[config.mk]
export PLATFORM = sky130hd
export DESIGN_NAME = dsw_top
export DESIGN_NICKNAME = d
export VERILOG_FILES = /design/src/dsw_pkg.sv /design/src/dsw_top.sv /design/src/dsw_persist.sv
export SDC_FILE = /design/constraint.sdc
export NUM_CORES = 1
export LEC_CHECK = 0
export BUFFER_PORTS_ARGS = -buffer_cell sky130_fd_sc_hd__buf_2
export CAP_MARGIN = 20
export CELL_PAD_IN_SITES_DETAIL_PLACEMENT = 0
export CELL_PAD_IN_SITES_GLOBAL_PLACEMENT = 1
export CORE_ASPECT_RATIO = 1.4
export CORE_MARGIN = 3
export CORE_UTILIZATION = 39
export DETAILED_ROUTE_END_ITERATION = 16
export PLACE_DENSITY_LB_ADDON = 0.1
export SKIP_LAST_GASP = 1
export SLEW_MARGIN = 0
export SYNTH_ARGS = -nofsm -noshare
export SYNTH_HDL_FRONTEND = slang
export SYNTH_SLANG_ARGS = --single-unit
[constraint.sdc]
create_clock -name ref_clk -period 3.12 [get_ports ref_clk]
set_clock_uncertainty 0.15 [all_clocks]
set_input_delay 0 -clock ref_clk [delete_from_list [all_inputs] [get_ports ref_clk]]
set_output_delay 0 -clock ref_clk [all_outputs]
set_load 0.005 [all_outputs]
[src/dsw_pkg.sv]
/*
 * dsw_pkg: constants, field positions and carrier types for the drive
 * status input words.
 * Assumes a single 10 MHz reference clock; shared by dsw_top and
 * dsw_persist.
 */
package dsw_pkg;
   localparam int unsigned DSW_CLK_PERIOD_NS = 100;
   localparam int unsigned DSW_TICK_TIME_NS = 1000000;
   localparam int unsigned DSW_TICK_CYCLES =
      (DSW_TICK_TIME_NS + DSW_CLK_PERIOD_NS - 1) / DSW_CLK_PERIOD_NS;

   localparam int unsigned DSW_WORD_W = 16;
   localparam int unsigned DSW_WORDS_PER_NODE = 4;

   // word offsets from the node base
   localparam logic [1:0] DSW_OFS_STATUS = 2'h0;
   localparam logic [1:0] DSW_OFS_FAULT = 2'h1;
   localparam logic [1:0] DSW_OFS_FREQ = 2'h2;
   localparam logic [1:0] DSW_OFS_CURRENT = 2'h3;

   localparam logic [15:0] DSW_WORD_RESET = 16'h0000;
   localparam logic [7:0] DSW_NODE_FIRST = 8'h01;

   // status word bit positions
   localparam int unsigned DSW_BIT_FWD = 0;
   localparam int unsigned DSW_BIT_REV = 1;
   localparam int unsigned DSW_BIT_RUN = 2;
   localparam int unsigned DSW_BIT_UP_TO_FREQ = 3;
   localparam int unsigned DSW_BIT_OVERLOAD = 5;
   localparam int unsigned DSW_BIT_FREQ_DETECT = 6;
   localparam int unsigned DSW_BIT_FAULT = 7;
   localparam int unsigned DSW_BIT_SAFETY = 9;
   localparam int unsigned DSW_BIT_EDIT = 10;
   localparam int unsigned DSW_BIT_NET_CMD = 11;
   localparam int unsigned DSW_BIT_CUR_DETECT = 12;
   localparam int unsigned DSW_BIT_ZERO_CUR = 13;
   localparam int unsigned DSW_BIT_READY = 14;

   // fault word: code in low byte, life flags in high byte
   localparam int unsigned DSW_FAULT_CODE_LSB = 0;
   localparam int unsigned DSW_LIFE_LSB = 8;
   localparam logic [7:0] DSW_LIFE_MASK = 8'hBF;

   typedef struct packed {
      logic [15:0] starting_frequency_setting;
      logic [15:0] frequency_reach_band_setting;
      logic [15:0] forward_detect_threshold;
      logic [15:0] reverse_detect_threshold;
      logic [15:0] current_detect_level;
      logic [15:0] current_detect_time;
      logic [15:0] zero_current_level;
      logic [15:0] zero_current_time;
   } dsw_settings_t;

   typedef struct packed {
      logic output_active;
      logic direction_reverse;
      logic [15:0] output_frequency;
      logic [15:0] set_frequency;
      logic [15:0] output_current;
      logic stall_active;
      logic protective_trip;
      logic safety_circuit_fault;
      logic param_edit_enabled;
      logic network_command_allowed;
      logic startup_done;
      logic [7:0] fault_code;
      logic [7:0] life_flags;
   } dsw_state_t;
endpackage

[src/dsw_top.sv]
/*
 * dsw_top: builds the four cyclic input words a motor drive publishes
 * to the network master, and answers word reads at node addresses.
 * Assumes drive state and settings are synchronous to ref_clk and that
 * node_number is 1 or more while reads are made.
 */
`timescale 1ns/10ps
module dsw_top
   import dsw_pkg::*;
#(
   parameter int unsigned TICK_CYCLES = DSW_TICK_CYCLES
)
(
   input wire logic ref_clk,
   input wire logic rst_n,
   input wire dsw_settings_t settings,
   input wire dsw_state_t state,
   input wire logic [7:0] node_number,
   input wire logic rd_strobe,
   input wire logic [15:0] rd_addr,
   output logic [15:0] rd_data,
   output logic rd_valid,
   output logic rd_miss,
   output logic [15:0] drive_status_word,
   output logic [15:0] fault_and_life_word,
   output logic [15:0] output_frequency_word,
   output logic [15:0] output_current_word
);
   // node base in word addresses
   function automatic logic [15:0] node_base(input logic [7:0] node);
      logic [15:0] idx;
      idx = {8'h00, node} - {8'h00, DSW_NODE_FIRST};
      return {idx[13:0], 2'b00};
   endfunction

   // ceil test: a >= b with unsigned 16-bit operands
   function automatic logic at_or_above(input logic [15:0] a,
                                        input logic [15:0] b);
      return a >= b;
   endfunction

   logic [13:0] tick_count_reg;
   logic tick_reg;
   logic ready_reg;
   logic cur_above;
   logic cur_below;
   logic cur_detect;
   logic zero_detect;
   logic [15:0] freq_diff;
   logic [15:0] detect_threshold;
   logic [15:0] status_next;
   logic [15:0] fault_next;
   logic [15:0] rd_offset;
   logic [15:0] base;

   // millisecond tick for the detection timers
   always_ff @(posedge ref_clk or negedge rst_n) begin
      if (!rst_n) begin
         tick_count_reg <= 14'h0000;
         tick_reg <= 1'b0;
      end else if (tick_count_reg == 14'(TICK_CYCLES - 1)) begin
         tick_count_reg <= 14'h0000;
         tick_reg <= 1'b1;
      end else begin
         tick_count_reg <= tick_count_reg + 14'h0001;
         tick_reg <= 1'b0;
      end
   end

   // ready only after reset release and drive startup finished
   always_ff @(posedge ref_clk or negedge rst_n) begin
      if (!rst_n) begin
         ready_reg <= 1'b0;
      end else begin
         ready_reg <= state.startup_done;
      end
   end

   assign cur_above = state.output_current > settings.current_detect_level;
   assign cur_below = state.output_current < settings.zero_current_level;

   dsw_persist u_cur_detect (
      .ref_clk(ref_clk),
      .rst_n(rst_n),
      .tick(tick_reg),
      .cond(cur_above),
      .limit(settings.current_detect_time),
      .flag(cur_detect)
   );

   dsw_persist u_zero_detect (
      .ref_clk(ref_clk),
      .rst_n(rst_n),
      .tick(tick_reg),
      .cond(cur_below),
      .limit(settings.zero_current_time),
      .flag(zero_detect)
   );

   // both operands in 0.01 Hz; no display-unit scaling applies here
   always_comb begin
      if (state.output_frequency >= state.set_frequency) begin
         freq_diff = state.output_frequency - state.set_frequency;
      end else begin
         freq_diff = state.set_frequency - state.output_frequency;
      end
   end

   always_comb begin
      if (state.direction_reverse) begin
         detect_threshold = settings.reverse_detect_threshold;
      end else begin
         detect_threshold = settings.forward_detect_threshold;
      end
   end

   // unused bits stay zero by starting from all-clear
   always_comb begin
      status_next = 16'h0000;
      status_next[DSW_BIT_FWD] = state.output_active &&
                                 !state.direction_reverse;
      status_next[DSW_BIT_REV] = state.output_active &&
                                 state.direction_reverse;
      status_next[DSW_BIT_RUN] = at_or_above(state.output_frequency,
         settings.starting_frequency_setting);
      status_next[DSW_BIT_UP_TO_FREQ] = state.output_active &&
         (freq_diff <= settings.frequency_reach_band_setting);
      status_next[DSW_BIT_OVERLOAD] = state.stall_active;
      status_next[DSW_BIT_FREQ_DETECT] = state.output_active &&
         at_or_above(state.output_frequency, detect_threshold);
      status_next[DSW_BIT_FAULT] = state.protective_trip;
      status_next[DSW_BIT_SAFETY] = state.safety_circuit_fault;
      status_next[DSW_BIT_EDIT] = state.param_edit_enabled;
      status_next[DSW_BIT_NET_CMD] =
         state.network_command_allowed;
      status_next[DSW_BIT_CUR_DETECT] = cur_detect;
      status_next[DSW_BIT_ZERO_CUR] = zero_detect;
      status_next[DSW_BIT_READY] = ready_reg;
   end

   // unused life bit forced low by mask
   always_comb begin
      fault_next = 16'h0000;
      fault_next[DSW_FAULT_CODE_LSB +: 8] = state.fault_code;
      fault_next[DSW_LIFE_LSB +: 8] = state.life_flags &
                                      DSW_LIFE_MASK;
   end

   // all four words refresh every clock so a read is only one cycle older than live state
   always_ff @(posedge ref_clk or negedge rst_n) begin
      if (!rst_n) begin
         drive_status_word <= DSW_WORD_RESET;
         fault_and_life_word <= DSW_WORD_RESET;
         output_frequency_word <= DSW_WORD_RESET;
         output_current_word <= DSW_WORD_RESET;
      end else begin
         drive_status_word <= status_next;
         fault_and_life_word <= fault_next;
         output_frequency_word <= state.output_frequency;
         output_current_word <= state.output_current;
      end
   end

   assign base = node_base(node_number);
   assign rd_offset = rd_addr - base;

   // read answers one cycle after the strobe; words are those latched
   // on the edge before, i.e. one cycle older than live state
   always_ff @(posedge ref_clk or negedge rst_n) begin
      if (!rst_n) begin
         rd_data <= DSW_WORD_RESET;
         rd_valid <= 1'b0;
         rd_miss <= 1'b0;
      end else if (!rd_strobe) begin
         rd_data <= DSW_WORD_RESET;
         rd_valid <= 1'b0;
         rd_miss <= 1'b0;
      end else if (rd_addr < base ||
                   rd_offset >= 16'(DSW_WORDS_PER_NODE)) begin
         rd_data <= DSW_WORD_RESET;
         rd_valid <= 1'b1;
         rd_miss <= 1'b1;
      end else if (rd_offset[1:0] == DSW_OFS_STATUS) begin
         rd_data <= drive_status_word;
         rd_valid <= 1'b1;
         rd_miss <= 1'b0;
      end else if (rd_offset[1:0] == DSW_OFS_FAULT) begin
         rd_data <= fault_and_life_word;
         rd_valid <= 1'b1;
         rd_miss <= 1'b0;
      end else if (rd_offset[1:0] == DSW_OFS_FREQ) begin
         rd_data <= output_frequency_word;
         rd_valid <= 1'b1;
         rd_miss <= 1'b0;
      end else begin
         rd_data <= output_current_word;
         rd_valid <= 1'b1;
         rd_miss <= 1'b0;
      end
   end
endmodule

[src/dsw_persist.sv]
/*
 * dsw_persist: flags a condition that has held without a break for
 * longer than a programmable number of millisecond ticks.
 * Assumes tick is a one-cycle pulse from the parent, once per ms.
 */
`timescale 1ns/10ps
module dsw_persist
   import dsw_pkg::*;
(
   input wire logic ref_clk,
   input wire logic rst_n,
   input wire logic tick,
   input wire logic cond,
   input wire logic [15:0] limit,
   output logic flag
);
   logic [15:0] count_reg;

   // count resets whenever the condition drops; saturates at one past the limit
   always_ff @(posedge ref_clk or negedge rst_n) begin
      if (!rst_n) begin
         count_reg <= 16'h0000;
      end else if (!cond) begin
         count_reg <= 16'h0000;
      end else if (tick && count_reg <= limit) begin
         count_reg <= count_reg + 16'h0001;
      end
   end

   // longer than the limit: strictly past it
   always_ff @(posedge ref_clk or negedge rst_n) begin
      if (!rst_n) begin
         flag <= 1'b0;
      end else begin
         flag <= cond && (count_reg > limit);
      end
   end
endmodule

==> results.yml <==
sta:
  slew_headroom_pct: 40.0
  max_freq_mhz: 323
  period_share_pct: 99.4
  rsz0062_at_grt: "true"
  final-max-slew-violation-count: 0
  hold_ws_ns: 0.0220
  fin_crit_ns: 3.10
  hold_viol: 0
  finalSetupViolations: 0
  worst_pin_slew_ns: 0.893
power:
  p_comb_share_pct: 30.3
  power_density_mw_per_mm2: 369
  p_clk_share_pct: 37.9
  p_leak_uw: 0.00784
  switching_share_pct: 29.7
  switchingPower_uw: 1620
  ir_worst_vdd_mv: 0.314
  internal-power_uw: 3840
  power_frac_seq_pct: 31.8
worst_setup_path:
  crit_fanout: 8
  critPathKind: "primary input to flop"
  cp.arrival_ns: 3.31
  cp.required_ns: 3.33
  critPathCaptureType: "flop"
  start_kind: "primary input"
routing:
  drt_iter0_markers: 315
  ant_nets: 0
  num_vias: 10200
  finalWirelength_mm: 35.4
  wl_per_cell_um: 18.0
  dr.pass1.iters: 5
  avgViaCountPerCell: 5.17
  drc: 0
cts:
  cts_buffers: 17
  clk_pin_slew_ns: 0.06
  clk_latency_ns: 0.42
  cts_max_level: 4
  clkSinkCount: 128
  clockRootBuffer: "clkbuf_16"
  cts_buffer_depth: 2
  cts_tree: "yes"
global_route:
  track_usage_pct: 24.7
  grt_pass1_wl_mm: 54.1
  grt_pass1_vias: 10500
  globalRouteMet3Util_pct: 4.94
  antenna_found_initial: 2
  grt_max_degree: 83
  use_met1_pct: 28.2
  met2_usage_pct: 44.3
  grt_overflow: 0
  grt-busiest-layer: "met2"
floorplanning:
  die_y_um: 198
  ios: 309
  row_count: 69
  dieArea_mm2: 0.0282
  start_util_pct: 39.9
  core-area_mm2: 0.0256
  die_w_um: 143
placed_design:
  post-dp-hpwl_mm: 29.5
  gp_congestion: 0.943
  dp_cells: 1860
  io_buffers: 303
synth:
  ys_ff_latch: 128
  avgSynthCellArea_um2: 9.21
  synth_top_area_share_pct: 31.3
  synthArstFlopShare_pct: 100
  yosysSeqAreaShare_pct: 31.3
  syn_inst: 1111
  synth_area_leaders: "dfrtp_1, ha_1, inv_1"
  synthFlopType: "dfrtp_1"
  synth_top_area_cell: "dfrtp_1"
  yosys_warnings: 0
  netlist_area_mm2: 0.0102
  synth_cell_types: 68
  synth-edff-count: 0
flow_run:
  drv_cap: 0
cells_and_area:
  final_nets: 2023
  final-seq-area_mm2: 0.00320
  mostFrequentLayoutCells: "buf_2, buf_4, ha_1, inv_1, dfrtp_1"
  area.growth.synth_to_final_pct: 44.6
  final.fill_count: 2344
  drive_gt1_share_pct: 35.3
  multiInputGateArea_mm2: 0.00651
  final_cell_count_no_fill: 1965
  final_common_cell: "buf_2"
worst_hold_path:
  holdCritPathClass: "primary input to flop"
status:
  status: "finished clean"
-- critical path, cell delays in order --
cell,delay [ns]
dlygate4sd3_1,0.55
buf_2,0.14
ha_1,0.21
nor2_2,0.23
o311ai_2,0.16
o221ai_2,0.21
buf_4,0.17
buf_8,0.13
nor3_1,0.06
a21oi_1,0.15
xor2_1,0.16
ha_1,0.28
a21o_1,0.17
a21oi_1,0.15
nor2_1,0.06
a211oi_2,0.23
o21ai_1,0.11
a21oi_1,0.12
-- per-layer routing --
| metal | vias to the layer above | wire (um) |
|---|---|---|
| li1 | 5017 | - |
| met1 | 4788 | 13600 |
| met2 | 280 | 18500 |
| met3 | 75 | 1750 |
| met4 | 2 | 1480 |
| met5 | - | 20 |
-- power groups by stage --
stage | clock, uW | combinational (uW) | sequential [uW]
global placement | 0 | 1490 | 1770
floorplan | 0 | 760 | 1760
detailed placement | 0 | 1500 | 1770
finish | 2070 | 1650 | 1740
global route | 2180 | 1830 | 1740
CTS | 2120 | 1600 | 1740
-- final cells by class --
| type | count | area share, % |
|---|---|---|
| multi-input cells | 801 | 44.0 |
| repair buffers | 535 | 23.7 |
| flip-flops and latches | 128 | 21.6 |
| inverters | 150 | 3.82 |
| clock buffers | 19 | 3.06 |
| well taps | 319 | 2.70 |
| clock inverters | 12 | 1.08 |
| diodes | 1 | 0.0169 |
-- synth_stat cells (all sizes together), types with 3 or more instances --
cell type and n:
nand3 24, nor3 19, o21bai 4, mux4 12, or3 11, o21ai 49, nand4 34, mux2i 26
or2 5, a311oi 3, a21oi 69, ha 160, and3 8, clkbuf 24, o22ai 4, a21o 30
o41ai 4, nor2 73, nand4b 3, a31oi 5, a2111oi 3, nor2b 12, xnor2 32, a22o 5
a221oi 3, dfrtp 128, buf 10, o31ai 4, o21a 10, nand2b 8, nand2 51, a211oi 10
a21boi 3, inv 150, and4 25, fa 3, mux2 6, and2 6, o211ai 7, nor4 13
xor2 22, nor4b 7
-- cells by family after synthesis --
logic type	synth area share [%]
xor gates and xnor gates	4.62
muxes	5.84
buffers and inverters	7.26
other	0.0366
AOI/OAI and AO/OA	14.4
adders and majority gates	20.2
and+or+nand+nor	16.4
DFF	31.3
-- timing repair --
action / in CTS / in global routing
hold buffers: 61 / 0
pin swaps: 13 / 24
hold endpoints to repair: 155 / 0
setup buffers: 5 / 7
cloned: 0 / 2
resized for setup: 15 / 31
endpoints found under the setup margin: 1 / 18
-- final timing paths --
check | startpoint | to | slack, ns | cells past startpoint
worst max-delay path | state[68] | drive_status_word[3]$_DFF_PN0_ | 0.02 | 18
worst min-delay path | state[61] | drive_status_word[6]$_DFF_PN0_ | 0.02 | 5
worst max register to register | u_zero_detect.count_reg[11]$_DFFE_PN0P_ | u_zero_detect.count_reg[15]$_DFFE_PN0P_ | 0.26 | 8
worst min register to register | u_cur_detect.flag$_DFF_PN0_ | drive_status_word[12]$_DFF_PN0_ | 0.20 | 0
max in group asynchronous | rst_n | u_cur_detect.count_reg[6]$_DFFE_PN0P_ | 2.04 | 3
min in group asynchronous | rst_n | fault_and_life_word[3]$_DFF_PN0_ | 0.06 | 2
-- per-stage QoR --
stage          area (um^2)  setup TNS (ns)  setup WS, ns  power [uW]  utilization, %
6_report             14800               0        0.0197        5460            57.7
5_1_grt              14800          -0.417        -0.127        5750            57.7
4_1_cts              14600               0        0.0135        5460            56.8
3_5_place_dp         13300           -7.38        -0.671        3270            51.7
3_3_place_gp         13300           -7.39        -0.632        3260            51.7
2_1_floorplan        10300           -2.10        -0.150        2520               -
(Power assumes the default switching activity.)
